==> config.mk <==
export PLATFORM = sky130hd
export DESIGN_NAME = mdf_flag_bank
export DESIGN_NICKNAME = d
export VERILOG_FILES = /design/src/design/mdf_pkg.sv /design/src/design/mdf_cond_if.sv /design/src/design/mdf_sync.sv /design/src/design/mdf_flag_bank.sv
export SDC_FILE = /design/constraint.sdc
export NUM_CORES = 1
export LEC_CHECK = 0
export BUFFER_PORTS_ARGS = -buffer_cell sky130_fd_sc_hd__buf_2
export CELL_PAD_IN_SITES_DETAIL_PLACEMENT = 1
export CELL_PAD_IN_SITES_GLOBAL_PLACEMENT = 2
export CORE_MARGIN = 3
export CORE_UTILIZATION = 36
export CTS_CLUSTER_DIAMETER = 80
export CTS_CLUSTER_SIZE = 24
export DETAILED_ROUTE_END_ITERATION = 8
export PLACE_DENSITY = 0.79
export REMOVE_ABC_BUFFERS = 1
export SLEW_MARGIN = 20
export SYNTH_ARGS = -nofsm -noshare
export SYNTH_HDL_FRONTEND = slang
export SYNTH_SLANG_ARGS = --single-unit
export TNS_END_PERCENT = 30
==> constraint.sdc <==
create_clock -name clk -period 3.7 [get_ports clk]
set_clock_uncertainty 0.2 [all_clocks]
set_input_delay 0.555 -clock clk [delete_from_list [all_inputs] [get_ports clk]]
set_output_delay 0.555 -clock clk [all_outputs]
set_load 0.02 [all_outputs]
==> src/design/mdf_pkg.sv <==
// Package of the motor diagnostic flag bank: register map, field layouts,
// reset values and flag types shared by the bank and its synchroniser.
// Assumes a 32-bit AXI4-Lite register bus and a single 200 MHz clock.
package mdf_pkg;

	// Bus geometry
	localparam int AXI_AW = 8;
	localparam int DW     = 32;
	localparam int STRB_W = DW / 8;

	// Register byte offsets
	localparam logic [AXI_AW-1:0] OFF_CMD      = 8'h00;
	localparam logic [AXI_AW-1:0] OFF_RESP_A   = 8'h04;
	localparam logic [AXI_AW-1:0] OFF_RESP_B   = 8'h08;
	localparam logic [AXI_AW-1:0] OFF_RESP_S   = 8'h0C;
	localparam logic [AXI_AW-1:0] OFF_LIVE     = 8'h10;
	localparam logic [AXI_AW-1:0] OFF_IRQ_STAT = 8'h14;
	localparam logic [AXI_AW-1:0] OFF_IRQ_MASK = 8'h18;
	localparam logic [AXI_AW-1:0] OFF_SAFE_POS = 8'h1C;
	localparam logic [AXI_AW-1:0] OFF_BEMF_CFG = 8'h20;

	// Command register bit positions
	localparam int CMD_FULL_A = 0;
	localparam int CMD_FULL_B = 1;
	localparam int CMD_SHORT  = 2;
	localparam int CMD_POS    = 3;

	// Back-EMF configuration fields
	localparam int THR_W     = 4;
	localparam int FLOOR_LSB = 0;
	localparam int BAND_LSB  = 8;
	localparam int BEMF_W    = 8;
	localparam int BW1       = BEMF_W + 1;

	// Safe target position
	localparam int SAFE_W = 11;
	localparam logic [SAFE_W-1:0] SAFE_RESERVED = 11'h400;
	localparam logic [SAFE_W-1:0] SAFE_RST      = SAFE_RESERVED;

	localparam logic [1:0] THERM_NORMAL = 2'h0;
	localparam logic [1:0] RESP_OKAY    = 2'h0;
	localparam logic [1:0] RESP_SLVERR  = 2'h2;

	// Raw conditions from the analog side, in pin order
	typedef struct packed {
		logic pump;
		logic ocx;
		logic ocy;
		logic openx;
		logic openy;
		logic supply_low;
		logic tsd;
		logic tw;
		logic step_lost;
	} mdf_cond_s;
	localparam int COND_W = $bits(mdf_cond_s);

	// Live flag set
	typedef struct packed {
		logic       pump_fail;
		logic       elec_defect;
		logic       elec_summary;
		logic       coil_x_overcurrent;
		logic       coil_y_overcurrent;
		logic       missed_step_flag;
		logic       bemf_above_band;
		logic       bemf_below_band;
		logic       bemf_below_floor;
		logic       thermal_trip;
		logic       thermal_warn;
		logic       supply_low_stop;
		logic       logic_supply_restart;
		logic [2:0] motion;
		logic [1:0] thermal_level;
	} mdf_flags_s;
	localparam mdf_flags_s FLAGS_RST = '{missed_step_flag: 1'h1,
		logic_supply_restart: 1'h1, default: '0};

	// Snapshot answered to a full status read of the first kind
	typedef struct packed {
		logic       pump_fail;
		logic       elec_defect;
		logic [2:0] motion;
		logic       coil_x_overcurrent;
		logic       coil_y_overcurrent;
		logic       missed_step_flag;
		logic [1:0] thermal_level;
		logic       thermal_trip;
		logic       thermal_warn;
		logic       supply_low_stop;
		logic       logic_supply_restart;
	} mdf_resp_a_s;

	// Snapshot answered to a full status read of the second kind
	typedef struct packed {
		logic bemf_above_band;
		logic bemf_below_band;
		logic bemf_below_floor;
	} mdf_resp_b_s;

	// Snapshot answered to a short status or position read
	typedef struct packed {
		logic       logic_supply_restart;
		logic       elec_summary;
		logic [2:0] motion;
		logic [1:0] thermal_level;
	} mdf_resp_s_s;

	// Interrupt events, one sticky bit each
	typedef struct packed {
		logic pump;
		logic eldef;
		logic ocx;
		logic ocy;
		logic step;
		logic tsd;
		logic tw;
		logic uv;
		logic bemf;
	} mdf_ev_s;
	localparam int EV_W = $bits(mdf_ev_s);

endpackage

==> src/design/mdf_cond_if.sv <==
// Carrier for the analog condition levels between bank and synchroniser.
// Assumes both ends sit in the clk domain of the flag bank.
`timescale 1ns/10ps
`default_nettype none
interface mdf_cond_if;
	import mdf_pkg::*;
	mdf_cond_s raw;
	mdf_cond_s sync;
	modport syncer (input raw, output sync);
	modport user (output raw, input sync);
endinterface
`default_nettype wire

==> src/design/mdf_sync.sv <==
// Two-stage synchroniser for the asynchronous condition levels.
// Assumes levels are slow compared with the 5 ns clock.
`timescale 1ns/10ps
`default_nettype none
module mdf_sync
	import mdf_pkg::*;
(
	input  wire logic clk,       // 200 MHz clock
	input  wire logic rst_b,     // Async reset, active low
	input  wire logic ce,        // Clock enable
	mdf_cond_if.syncer cif       // Raw in, synchronised out
);
	typedef struct packed {
		mdf_cond_s s1;
		mdf_cond_s s2;
	} mdf_sync_st_s;

	mdf_sync_st_s q;
	mdf_sync_st_s d;

	// First stage feeds only the second stage
	always_comb begin
		d    = q;
		d.s1 = cif.raw;
		d.s2 = q.s1;
	end

	// State register
	always_ff @(posedge clk or negedge rst_b) begin
		if (!rst_b) begin
			q <= '0;
		end else if (ce) begin
			q <= d;
		end
	end

	assign cif.sync = q.s2;
endmodule
`default_nettype wire

==> src/design/mdf_flag_bank.sv <==
// Diagnostic and status flag bank of a stepper motor driver, with an
// AXI4-Lite slave, read-to-clear status snapshots and an interrupt.
// Assumes motion, thermal and back-EMF inputs come from clk-domain logic.
//
// Summary of operation
// RULE1: pump_fail sticks until full read A
// RULE2: elec_defect ORs coil and pump faults
// RULE3: elec_summary ORs supply and defect flags
// RULE4: motion field: direction bit plus phase
// RULE5: per-coil overcurrent sticks until full read A
// RULE6: safe target invalid on reserved pattern
// RULE7: missed step flag, reset one, sticky
// RULE8: back-EMF above reference plus band
// RULE9: back-EMF below reference minus band
// RULE10: back-EMF below floor level
// RULE11: two-bit thermal level reported
// RULE12: thermal flags clear only when normal
// RULE13: supply low stop flag sticky
// RULE14: restart flag set at power-up
// RULE15: capture first, set beats clear
`timescale 1ns/10ps
`default_nettype none
module mdf_flag_bank
	import mdf_pkg::*;
(
	input  wire logic              clk,            // 200 MHz clock
	input  wire logic              rst_b,          // Async reset, low
	input  wire logic              ce,             // Clock enable
	input  wire logic [AXI_AW-1:0] s_axi_awaddr,   // Write address
	input  wire logic [2:0]        s_axi_awprot,   // Unused protection
	input  wire logic              s_axi_awvalid,  // Write address valid
	output logic                   s_axi_awready,  // Write address ready
	input  wire logic [DW-1:0]     s_axi_wdata,    // Write data
	input  wire logic [STRB_W-1:0] s_axi_wstrb,    // Byte enables
	input  wire logic              s_axi_wvalid,   // Write data valid
	output logic                   s_axi_wready,   // Write data ready
	output logic [1:0]             s_axi_bresp,    // Write response
	output logic                   s_axi_bvalid,   // Write resp valid
	input  wire logic              s_axi_bready,   // Write resp ready
	input  wire logic [AXI_AW-1:0] s_axi_araddr,   // Read address
	input  wire logic [2:0]        s_axi_arprot,   // Unused protection
	input  wire logic              s_axi_arvalid,  // Read address valid
	output logic                   s_axi_arready,  // Read address ready
	output logic [DW-1:0]          s_axi_rdata,    // Read data
	output logic [1:0]             s_axi_rresp,    // Read response
	output logic                   s_axi_rvalid,   // Read valid
	input  wire logic              s_axi_rready,   // Read ready
	input  wire logic [COND_W-1:0] cond_raw,       // Async conditions
	input  wire logic [2:0]        motion_in,      // Motion phase
	input  wire logic [1:0]        thermal_in,     // Thermal level
	input  wire logic [BEMF_W-1:0] bemf_meas,      // Measured back-EMF
	input  wire logic [BEMF_W-1:0] bemf_ref,       // Reference back-EMF
	output logic                   elec_summary,   // Electrical summary
	output logic                   safe_target_valid, // Safe pos usable
	output logic                   irq             // Level interrupt
);
	typedef struct packed {
		logic              aw_got;
		logic              w_got;
		logic [AXI_AW-1:0] awaddr;
		logic [DW-1:0]     wdata;
		logic [STRB_W-1:0] wstrb;
		logic              bvalid;
		logic [1:0]        bresp;
		logic              rvalid;
		logic [1:0]        rresp;
		logic [DW-1:0]     rdata;
		mdf_flags_s        fl;
		mdf_resp_a_s       ra;
		mdf_resp_b_s       rb;
		mdf_resp_s_s       rs;
		mdf_ev_s           stat;
		mdf_ev_s           mask;
		logic [SAFE_W-1:0] safe_pos;
		logic              safe_valid;
		logic [THR_W-1:0]  floor_lvl;
		logic [THR_W-1:0]  band;
		logic              irq;
	} mdf_st_s;

	localparam mdf_st_s ST_RST = '{fl: FLAGS_RST, safe_pos: SAFE_RST,
		default: '0};

	mdf_st_s         q;
	mdf_st_s         d;
	mdf_cond_if      cif ();
	logic            aw_hs;
	logic            w_hs;
	logic            ar_hs;
	logic            wr_go;
	logic [AXI_AW-1:0] wr_addr;
	logic [DW-1:0]   wr_data;
	logic [STRB_W-1:0] wr_strb;
	logic            cmd_a;
	logic            cmd_b;
	logic            cmd_s;
	logic            cmd_p;
	logic            th_clr;
	logic            eld_src;
	logic            hi_hit;
	logic            lo_hit;
	logic            fl_hit;
	mdf_cond_s       c;
	mdf_ev_s         ev;
	mdf_ev_s         w1c;

	// Byte-lane merge of a bus write into a register image
	function automatic logic [DW-1:0] merge(input logic [DW-1:0] o,
		input logic [DW-1:0] n, input logic [STRB_W-1:0] s);
		logic [DW-1:0] r;
		r = o;
		for (int i = 0; i < STRB_W; i++) begin
			if (s[i]) begin
				r[i*8 +: 8] = n[i*8 +: 8];
			end
		end
		return r;
	endfunction

	// Condition levels pass two flops before any use
	assign cif.raw = mdf_cond_s'(cond_raw);
	mdf_sync u_sync (
		.clk   (clk),
		.rst_b (rst_b),
		.ce    (ce),
		.cif   (cif)
	);
	assign c = cif.sync;

	// Channel readies; one write and one read outstanding at most
	assign s_axi_awready = ce & ~q.aw_got & ~q.bvalid;
	assign s_axi_wready  = ce & ~q.w_got & ~q.bvalid;
	assign s_axi_arready = ce & ~q.rvalid;
	assign aw_hs = s_axi_awvalid & s_axi_awready;
	assign w_hs  = s_axi_wvalid & s_axi_wready;
	assign ar_hs = s_axi_arvalid & s_axi_arready;
	assign wr_go = (q.aw_got | aw_hs) & (q.w_got | w_hs);
	assign wr_addr = q.aw_got ? q.awaddr : s_axi_awaddr;
	assign wr_data = q.w_got ? q.wdata : s_axi_wdata;
	assign wr_strb = q.w_got ? q.wstrb : s_axi_wstrb;

	// Status read commands issued by a write to the command register
	always_comb begin
		cmd_a = 1'h0;
		cmd_b = 1'h0;
		cmd_s = 1'h0;
		cmd_p = 1'h0;
		if (wr_go && wr_addr == OFF_CMD && wr_strb[0]) begin
			cmd_a = wr_data[CMD_FULL_A];
			cmd_b = wr_data[CMD_FULL_B];
			cmd_s = wr_data[CMD_SHORT];
			cmd_p = wr_data[CMD_POS];
		end
	end

	// Thermal clear needs a normal temperature level
	assign th_clr = cmd_a & (q.fl.thermal_level == THERM_NORMAL); // RULE12
	assign eld_src = c.ocx | c.ocy | c.openx | c.openy | c.pump; // RULE2

	// Back-EMF window comparisons, widened to avoid wrap
	assign hi_hit = BW1'(bemf_meas) > BW1'(bemf_ref) + BW1'(q.band); // RULE8
	assign lo_hit = BW1'(bemf_meas) + BW1'(q.band) < BW1'(bemf_ref); // RULE9
	assign fl_hit = bemf_meas < BEMF_W'(q.floor_lvl); // RULE10

	// Events are fresh sets of flags
	always_comb begin
		ev       = '0;
		ev.pump  = c.pump & ~q.fl.pump_fail;
		ev.eldef = eld_src & ~q.fl.elec_defect;
		ev.ocx   = c.ocx & ~q.fl.coil_x_overcurrent;
		ev.ocy   = c.ocy & ~q.fl.coil_y_overcurrent;
		ev.step  = c.step_lost & ~q.fl.missed_step_flag;
		ev.tsd   = c.tsd & ~q.fl.thermal_trip;
		ev.tw    = c.tw & ~q.fl.thermal_warn;
		ev.uv    = c.supply_low & ~q.fl.supply_low_stop;
		ev.bemf  = (hi_hit & ~q.fl.bemf_above_band)
			| (lo_hit & ~q.fl.bemf_below_band)
			| (fl_hit & ~q.fl.bemf_below_floor);
	end

	// Next state: bus, register writes, flags, snapshots, interrupt
	always_comb begin
		d   = q;
		w1c = '0;
		// Write channel capture and completion
		if (aw_hs) begin
			d.aw_got = 1'h1;
			d.awaddr = s_axi_awaddr;
		end
		if (w_hs) begin
			d.w_got = 1'h1;
			d.wdata = s_axi_wdata;
			d.wstrb = s_axi_wstrb;
		end
		if (q.bvalid && s_axi_bready) begin
			d.bvalid = 1'h0;
		end
		if (wr_go) begin
			d.aw_got = 1'h0;
			d.w_got  = 1'h0;
			d.bvalid = 1'h1;
			d.bresp  = RESP_OKAY;
			unique case (wr_addr)
				OFF_CMD, OFF_RESP_A, OFF_RESP_B, OFF_RESP_S,
				OFF_LIVE: begin
				end
				OFF_IRQ_STAT: begin
					w1c = mdf_ev_s'(merge('0, wr_data, wr_strb));
				end
				OFF_IRQ_MASK: begin
					d.mask = mdf_ev_s'(merge(DW'(q.mask), wr_data,
						wr_strb));
				end
				OFF_SAFE_POS: begin
					d.safe_pos = SAFE_W'(merge(DW'(q.safe_pos),
						wr_data, wr_strb));
				end
				OFF_BEMF_CFG: begin
					d.floor_lvl = wr_strb[0] ?
						wr_data[FLOOR_LSB +: THR_W] : q.floor_lvl;
					d.band = wr_strb[1] ?
						wr_data[BAND_LSB +: THR_W] : q.band;
				end
				default: begin
					d.bresp = RESP_SLVERR;
				end
			endcase
		end

		// Snapshots take the flags as they stand before clearing
		if (cmd_a) begin // RULE15
			d.ra = '{pump_fail: q.fl.pump_fail,
				elec_defect: q.fl.elec_defect,
				motion: q.fl.motion,
				coil_x_overcurrent: q.fl.coil_x_overcurrent,
				coil_y_overcurrent: q.fl.coil_y_overcurrent,
				missed_step_flag: q.fl.missed_step_flag,
				thermal_level: q.fl.thermal_level,
				thermal_trip: q.fl.thermal_trip,
				thermal_warn: q.fl.thermal_warn,
				supply_low_stop: q.fl.supply_low_stop,
				logic_supply_restart: q.fl.logic_supply_restart};
		end
		if (cmd_b) begin // RULE15
			d.rb = '{bemf_above_band: q.fl.bemf_above_band,
				bemf_below_band: q.fl.bemf_below_band,
				bemf_below_floor: q.fl.bemf_below_floor};
		end
		if (cmd_s || cmd_p) begin // RULE14
			d.rs = '{logic_supply_restart: q.fl.logic_supply_restart,
				elec_summary: q.fl.elec_summary,
				motion: q.fl.motion,
				thermal_level: q.fl.thermal_level};
		end

		// Sticky flags: a present condition beats the clear
		d.fl.pump_fail = (q.fl.pump_fail & ~cmd_a) | c.pump; // RULE1 RULE15
		d.fl.elec_defect = (q.fl.elec_defect & ~cmd_a) | eld_src; // RULE2
		d.fl.coil_x_overcurrent = (q.fl.coil_x_overcurrent & ~cmd_a)
			| c.ocx; // RULE5
		d.fl.coil_y_overcurrent = (q.fl.coil_y_overcurrent & ~cmd_a)
			| c.ocy; // RULE5
		d.fl.missed_step_flag = (q.fl.missed_step_flag & ~cmd_a)
			| c.step_lost; // RULE7
		d.fl.supply_low_stop = (q.fl.supply_low_stop & ~cmd_a)
			| c.supply_low; // RULE13
		d.fl.thermal_trip = (q.fl.thermal_trip & ~th_clr) | c.tsd; // RULE12
		d.fl.thermal_warn = (q.fl.thermal_warn & ~th_clr) | c.tw; // RULE12
		d.fl.logic_supply_restart = q.fl.logic_supply_restart
			& ~(cmd_a | cmd_s); // RULE14

		// Summary of electrical trouble
		d.fl.elec_summary = q.fl.pump_fail | q.fl.supply_low_stop
			| q.fl.elec_defect | q.fl.logic_supply_restart; // RULE3

		// Live reports: motion phase, thermal level, back-EMF
		d.fl.motion = motion_in; // RULE4
		d.fl.thermal_level = thermal_in; // RULE11
		d.fl.bemf_above_band = hi_hit; // RULE8
		d.fl.bemf_below_band = lo_hit; // RULE9
		d.fl.bemf_below_floor = fl_hit; // RULE10

		// Safe target usable unless it holds the reserved pattern
		d.safe_valid = (q.safe_pos != SAFE_RESERVED); // RULE6

		// Interrupt status: new event wins over write-one-to-clear
		d.stat = (q.stat & ~w1c) | ev;
		d.irq  = |(d.stat & d.mask);

		// Read channel
		if (q.rvalid && s_axi_rready) begin
			d.rvalid = 1'h0;
		end
		if (ar_hs) begin
			d.rvalid = 1'h1;
			d.rresp  = RESP_OKAY;
			unique case (s_axi_araddr)
				OFF_CMD:      d.rdata = '0;
				OFF_RESP_A:   d.rdata = DW'(q.ra);
				OFF_RESP_B:   d.rdata = DW'(q.rb);
				OFF_RESP_S:   d.rdata = DW'(q.rs);
				OFF_LIVE:     d.rdata = DW'({q.safe_valid, q.fl});
				OFF_IRQ_STAT: d.rdata = DW'(q.stat);
				OFF_IRQ_MASK: d.rdata = DW'(q.mask);
				OFF_SAFE_POS: d.rdata = DW'(q.safe_pos);
				OFF_BEMF_CFG: begin
					d.rdata = '0;
					d.rdata[FLOOR_LSB +: THR_W] = q.floor_lvl;
					d.rdata[BAND_LSB +: THR_W]  = q.band;
				end
				default: begin
					d.rdata = '0;
					d.rresp = RESP_SLVERR;
				end
			endcase
		end
	end

	// State register, frozen while the clock enable is low
	always_ff @(posedge clk or negedge rst_b) begin
		if (!rst_b) begin
			q <= ST_RST;
		end else if (ce) begin
			q <= d;
		end
	end

	// Registered outputs
	assign s_axi_bvalid      = q.bvalid;
	assign s_axi_bresp       = q.bresp;
	assign s_axi_rvalid      = q.rvalid;
	assign s_axi_rresp       = q.rresp;
	assign s_axi_rdata       = q.rdata;
	assign elec_summary      = q.fl.elec_summary;
	assign safe_target_valid = q.safe_valid;
	assign irq               = q.irq;
endmodule
`default_nettype wire

==> flow_metrics.py, run 1 <==
metrics = {
    "die": {
        "start_util_pct": 36.8,
        "die_w_um": 153,
        "design.portCount": 140,
        "rows": 53,
        "die-height_um": 153,
        "core_area_um2": 21200,
        "fp.dieArea_um2": 23400,
    },
    "drt": {
        "drc": 0,
        "viasPerCell": 5.45,
        "antenna_left": 0,
        "wire_per_inst_um": 20.4,
        "drt_wl_total_mm": 22.3,
        "drt_iter0_drc": 333,
        "vias": 5967,
        "dr.pass1.iters": 5,
    },
    "placed_design": {
        "place_area_um2": 8440,
        "place_ws_ns": 0.0461,
        "portBuffers": 96,
        "gp_congestion": 0.804,
        "hpwlAfterDp_mm": 16.5,
    },
    "logic_synthesis": {
        "yosys.area.top_type_share_pct": 46.0,
        "ys_async_sr_fraction_pct": 100,
        "synth_cell_type_count": 64,
        "syn_avg_cell_area_um2": 10.8,
        "synth_cells": 722,
        "synth_seq_area_share_pct": 47.0,
        "synth.most_common_cell": "dfrtp_1",
        "synth_area_leaders": "dfrtp_1, mux2_2, ha_1, nand2_1, buf_4",
        "synth_edf_count": 0,
        "synth_warnings": 0,
        "synth_area_um2": 7790,
        "synth_top_area_cell": "dfrtp_1",
        "ys_ff_latch": 146,
        "synth_commonest_cells": "dfrtp_1, mux2_2, nand2_1, o21ai_0, buf_4",
        "synth_top_flop_cell": "dfrtp_1",
    },
    "layout": {
        "final_nets": 931,
        "diodes": 0,
        "design_area_um2": 9040,
        "drive_above_1_share_pct": 30.5,
        "fillers": 2335,
        "syn_to_final_growth_pct": 16.0,
    },
    "cts": {
        "clock_path_buffers": 2,
        "tritoncts": "done",
        "cts_buffers": 17,
        "root_buffer": "clkbuf_16",
        "cts_sinks": 146,
        "clk_latency_ns": 0.43,
        "cts-htree-levels": 4,
        "path_clk_slew_ns": 0.07,
    },
    "sta": {
        "setup_tns_ns": 0,
        "worst_slew_pin_slew_ns": 0.805,
        "setup_slack_ns": 0.296,
        "relSlewSlack_pct": 46.0,
        "max_freq_ghz": 0.294,
        "drv_slew": 0,
        "final_hold_viol_count": 0,
        "period_share_pct": 92.0,
        "rsz0062_at_grt": "false",
        "setup_viol": 0,
        "period_minus_slack_ns": 3.40,
    },
    "setup_path": {
        "cp-end-kind": "register",
        "critPathRequiredTime_ns": 3.86,
        "crit_type": "register to register",
        "start_kind": "register",
        "critPathArrivalTime_ns": 3.56,
        "path_max_fanout": 4,
    },
    "power": {
        "power_density_nw_per_um2": 535,
        "ir_drop_mv": 0.358,
        "fin_total_pwr_mw": 4.83,
        "p_leak_nw": 4.23,
    },
    "outcome": {
        "status": "finished clean",
    },
    "global_routing": {
        "grt_pass1_vias": 6415,
        "grt_pass1_wl_mm": 35.9,
        "grt-ovfl-total": 0,
        "grt_max_degree": 67,
        "groute.usage.overall_pct": 19.3,
        "grt_antenna_before_repair": 0,
    },
    "hold_path": {
        "hold_class": "input port to register",
    },
    "run": {
        "cap_violations": 0,
    },
}
-- worst paths after layout --
kind                                      start         endpoint  slack, ns  depth (start not counted)
worst max-delay path                       q[1]              irq       0.30                         14
worst min-delay path                cond_raw[8]      u_sync.d[8]       0.15                          2
min in group asynchronous                 rst_b  s_axi_rdata[15]       0.45                          2
max in group asynchronous                 rst_b            q[68]       1.92                          3
worst min register to register  s_axi_rdata[11]  s_axi_rdata[11]       0.27                          2
worst max register to register             q[1]              irq       0.30                         14
-- sequential cells by signal (all words and copies together), names as in the netlist --
signal	flops
u_sync.cif.sync	9
s_axi_rresp	1
q	102
s_axi_bresp	1
irq	1
s_axi_rdata	19
s_axi_bvalid	1
s_axi_rvalid	1
elec_summary	1
u_sync.d	9
safe_target_valid	1
-- area by class of cell --
class	count	area [um^2]	share of cell area [%]
Multi-Input combinational cell	496	3690	40.9
Sequential cell	146	3660	40.5
Timing Repair Buffer	116	652	7.21
Tap cell	275	344	3.81
Clock inverter	11	126	1.40
Inverter	30	113	1.25
Clock buffer	21	450	4.98
-- cell families (layout without fill, tap and decap cells) --
kind of cell | Yosys count | count (layout) | share of synthesized area, %
compound gates | 170 | 170 | 15.2
xor+xnor | 12 | 12 | 1.35
fa+ha+maj | 28 | 28 | 4.69
buf+inv | 94 | 178 | 6.36
flops | 146 | 146 | 47.0
mux | 102 | 102 | 14.6
other cells | 1 | 15 | 0.0482
simple gates | 169 | 169 | 10.8
-- per-stage QoR --
step                      hold WS (ns)  util (%)  std cells
after floorplan                 0.0594         -        672
after global placement           0.256      39.9       1062
after detailed placement         0.266      39.9       1062
after CTS                        0.136      42.7       1095
after global routing             0.143      42.7       1095
final                            0.148      42.7       1095
-- worst max-delay path, cell delays in order (launching register included) --
cell,delay [ns]
dfrtp_1,0.44
ha_1,0.20
inv_1,0.06
fa_1,0.41
nor2b_1,0.14
o21ai_0,0.10
nand2b_1,0.16
nand3_1,0.12
xnor2_1,0.18
ha_1,0.27
a21o_1,0.20
a221oi_2,0.32
o211ai_1,0.18
a32oi_1,0.22
o22a_1,0.14
-- report_power, final --
group | leakage, nW | internal, mW | total (mW) | switching, mW
Combinational | 2.14 | 0.488 | 1.09 | 0.602
Clock | 0.270 | 1.01 | 1.70 | 0.689
Sequential | 1.82 | 1.84 | 2.04 | 0.203
Total | 4.23 | 3.34 | 4.83 | 1.49
-- placed cells by master, fill, tap and decap left out, types with 4 or more instances in the layout --
cell type and instances:
nor2_1 29, nand2_1 74, clkbuf_16 17, a21oi_1 21, inv_1 30, nor3_1 4
nand2b_1 9, a22oi_1 27, conb_1 15, buf_4 18, buf_2 95, xnor2_1 9
nor2b_1 11, nor4_1 6, mux2i_1 10, nand3_1 14, mux2_2 92, o21ai_0 49
o211ai_1 4, ha_1 26, a21o_1 7, a22o_1 20, dfrtp_1 143, clkinvlp_4 4
-- layer usage --
layer	track usage (%)	routed length (um)
met5	0	0
met4	6.36	445
met3	3.65	1040
met2	32.4	11000
met1	25.3	9840
-- what timing repair did --
action	4_1_cts	5_1_grt
endpoints found under the hold margin	62	0
endpoints found under the setup margin	0	1
hold buffers	1	0
resized for setup	0	2
buffers inserted	0	0
Note: power is estimated with default switching activity, not from simulation.
==> run 2: changes to the inputs <==
Settings changed: SYNTH_HIERARCHICAL from default to 1.
Clock period 3.7 ns to 3.5 ns, I/O delays scaled along.
==> run 2 against run 1 <==
Register-to-register slack got worse by 0.16 ns. Non-clock buffer count rose by 27. Utilization is 2.3 points higher. Setup slack worse by 0.16 ns. Critical endpoint unchanged.
==> flow_metrics.py, run 2 <==
metrics = {
    "drt": {
        "dr.pass1.iters": 5,
        "drt_iter0_drc": 305,
        "drc": 0,
        "vias": 6086,
        "viasPerCell": 5.32,
        "wire_per_inst_um": 19.8,
        "antenna_left": 0,
        "drt_wl_total_mm": 22.6,
    },
    "logic_synthesis": {
        "synth_edf_count": 0,
        "syn_avg_cell_area_um2": 10.6,
        "synth_area_leaders": "dfrtp_1, mux2_2, nand2_1, ha_1, buf_4",
        "yosys.area.top_type_share_pct": 45.4,
        "ys_async_sr_fraction_pct": 100,
        "synth_seq_area_share_pct": 46.4,
        "synth_commonest_cells": "dfrtp_1, nand2_1, mux2_2, o21ai_0, nor2_1",
        "synth_cell_type_count": 66,
        "synth_area_um2": 7880,
        "ys_ff_latch": 146,
        "synth_warnings": 6,
        "synth_cells": 746,
        "synth_top_flop_cell": "dfrtp_1",
        "synth.most_common_cell": "dfrtp_1",
        "synth_top_area_cell": "dfrtp_1",
    },
    "sta": {
        "drv_slew": 0,
        "period_minus_slack_ns": 3.36,
        "max_freq_ghz": 0.298,
        "period_share_pct": 96.0,
        "setup_viol": 0,
        "holdWs_ns": 0.135,
        "final_hold_viol_count": 0,
        "rsz0062_at_grt": "false",
        "worst_slew_pin_slew_ns": 0.700,
        "relSlewSlack_pct": 52.9,
    },
    "setup_path": {
        "worst_path_most_repeated_cell": "buf_4",
        "cp-end-kind": "register",
        "crit_type": "register to register",
        "path_cells": "ha_2 > inv_2 > fa_2 > nor2b_2 > o21ai_2 > buf_4 > buf_4 > buf_4 > buf_4 > buf_4 > buf_4 > buf_4 > buf_4 > buf_4 > a211oi_4 > a2111oi_4 > nand2b_4 > a32o_2 > a41oi_2",
        "r2r_setup_slack_ns": 0.14,
        "max_stage_delay_ns": 0.36,
        "start_kind": "register",
        "r2r_end": "irq",
        "r2r-start": "q[1]",
        "critPathRequiredTime_ns": 3.57,
        "critPathArrivalTime_ns": 3.43,
        "reg2regPathDepth": 19,
        "path_max_fanout": 2,
        "cp_slowest_cell": "dfrtp_1",
    },
    "power": {
        "power_density_nw_per_um2": 593,
        "fin_total_pwr_mw": 5.68,
        "ir_drop_mv": 0.339,
        "p_leak_nw": 4.45,
    },
    "layout": {
        "regMostFlops": "q",
        "final_cell_mix": "dfrtp_1, buf_2, nand2_1",
        "largest_register_ffs": 102,
        "drive_above_1_share_pct": 33.3,
        "syn_to_final_growth_pct": 21.5,
        "diodes": 0,
        "layout_commonest_cell": "dfrtp_1",
        "final_nets": 981,
    },
    "global_routing": {
        "grt_pass1_wl_mm": 36.1,
        "grt_pass1_vias": 6533,
        "grt-ovfl-total": 0,
        "grt_max_degree": 65,
        "grt_antenna_before_repair": 1,
        "groute.usage.overall_pct": 19.2,
    },
    "die": {
        "core_area_um2": 21300,
        "die-height_um": 154,
        "rows": 53,
        "start_util_pct": 37.0,
        "die_w_um": 154,
        "fp.dieArea_um2": 23700,
        "design.portCount": 140,
    },
    "cts": {
        "cts_buffers": 17,
        "tritoncts": "done",
        "path_clk_slew_ns": 0.06,
        "cts-htree-levels": 4,
        "root_buffer": "clkbuf_16",
        "clk_latency_ns": 0.43,
        "cts_sinks": 146,
        "clock_path_buffers": 2,
    },
    "placed_design": {
        "hpwlAfterDp_mm": 16.4,
        "portBuffers": 96,
        "gp_congestion": 0.815,
    },
    "hold_path": {
        "hold_end": "u_sync/d[6]",
        "hold_class": "input port to register",
        "holdPathStages": 2,
        "worstHoldStart": "cond_raw[6]",
    },
    "outcome": {
        "status": "finished clean",
    },
    "run": {
        "cap_violations": 0,
    },
}
==> run 2: cell count changes after synthesis, moves of 6 or more <==
cell,previous run,this run
o21ai_1,1,9
mux2_2,92,69
a21o_1,7,13
a22oi_1,27,7
inv_1,30,24
a22o_1,20,8
mux2i_1,10,24
a31oi_1,3,9
nor2_1,29,38
nand2_1,74,88
mux2_4,0,10
==> run 2: final cells by class <==
type                       instances  area (um^2)
inverter                          24         90.1
multi-input combinational        525         3930
sequential                       146         3660
tap                              275          344
clock buffer                      23          468
clock inverter                     9          226
fill                            2369        11700
timing repair buffer             143          855
==> run 2: worst max path at each step <==
stage | endpoint | cells past startpoint | slack (ns) | from
2_1_floorplan | irq | 16 | 0.09 | bemf_meas[0]
3_3_place_gp | irq | 18 | -0.59 | bemf_meas[0]
3_5_place_dp | irq | 18 | -0.72 | bemf_meas[0]
4_1_cts | irq | 17 | -0.02 | q[1]
5_1_grt | irq | 19 | 0.002 | q[1]
6_report | irq | 19 | 0.14 | q[1]
==> run 2: kinds of logic after synthesis <==
kind of cell	after synthesis	share of synthesized area (%)
simple gates	200	12.4
compound gates	167	13.9
other cells	1	0.0476
mux	103	14.8
flops	146	46.4
xor+xnor	12	1.33
fa+ha+maj	28	4.64
buf+inv	89	6.43
==> run 2: critical path, delay by kind of cell (launching register included) <==
| family | cells | cell delay, ns |
|---|---|---|
| flip-flops | 1 | 0.36 |
| AND/OR/NAND/NOR | 2 | 0.23 |
| buffers and inverters | 10 | 1.15 |
| AO/OA/AOI/OAI | 5 | 0.72 |
| adder cells (fa/ha/maj) | 2 | 0.55 |
==> run 2: per-layer routing <==
| metal | up-vias | share of wire [%] | global-route usage (%) |
|---|---|---|---|
| met5 | - | 0 | 0 |
| met2 | 151 | 48 | 30.7 |
| met3 | 25 | 4.3 | 3.74 |
| li1 | 2855 | - | - |
| met4 | 0 | 1.3 | 5.34 |
| met1 | 3055 | 47 | 26.8 |
==> run 2: power by group <==
part / total (mW) / internal (mW) / switching, mW
Clock: 2.14 / 1.45 / 0.694
Sequential: 2.19 / 1.96 / 0.233
Combinational: 1.35 / 0.625 / 0.722
==> run 2: metrics by stage <==
step	utilization, %	std cells	worst slack, ns	setup TNS [ns]	cell area [um^2]
2_1_floorplan	-	695	0.0894	0	7520
3_3_place_gp	40.4	1097	-0.595	-1.11	8590
3_5_place_dp	40.4	1097	-0.720	-1.43	8590
4_1_cts	44.5	1144	-0.0167	-0.0167	9480
5_1_grt	45.0	1145	0.00194	0	9570
6_report	45.0	1145	0.140	0	9570
==> run 2: timing repair <==
action	4_1_cts	5_1_grt
pin swaps	15	17
buffers inserted	14	3
hold endpoints to repair	61	0
gates cloned	0	0
gates resized for setup	22	20
hold buffers	1	0
setup endpoints to repair	3	3
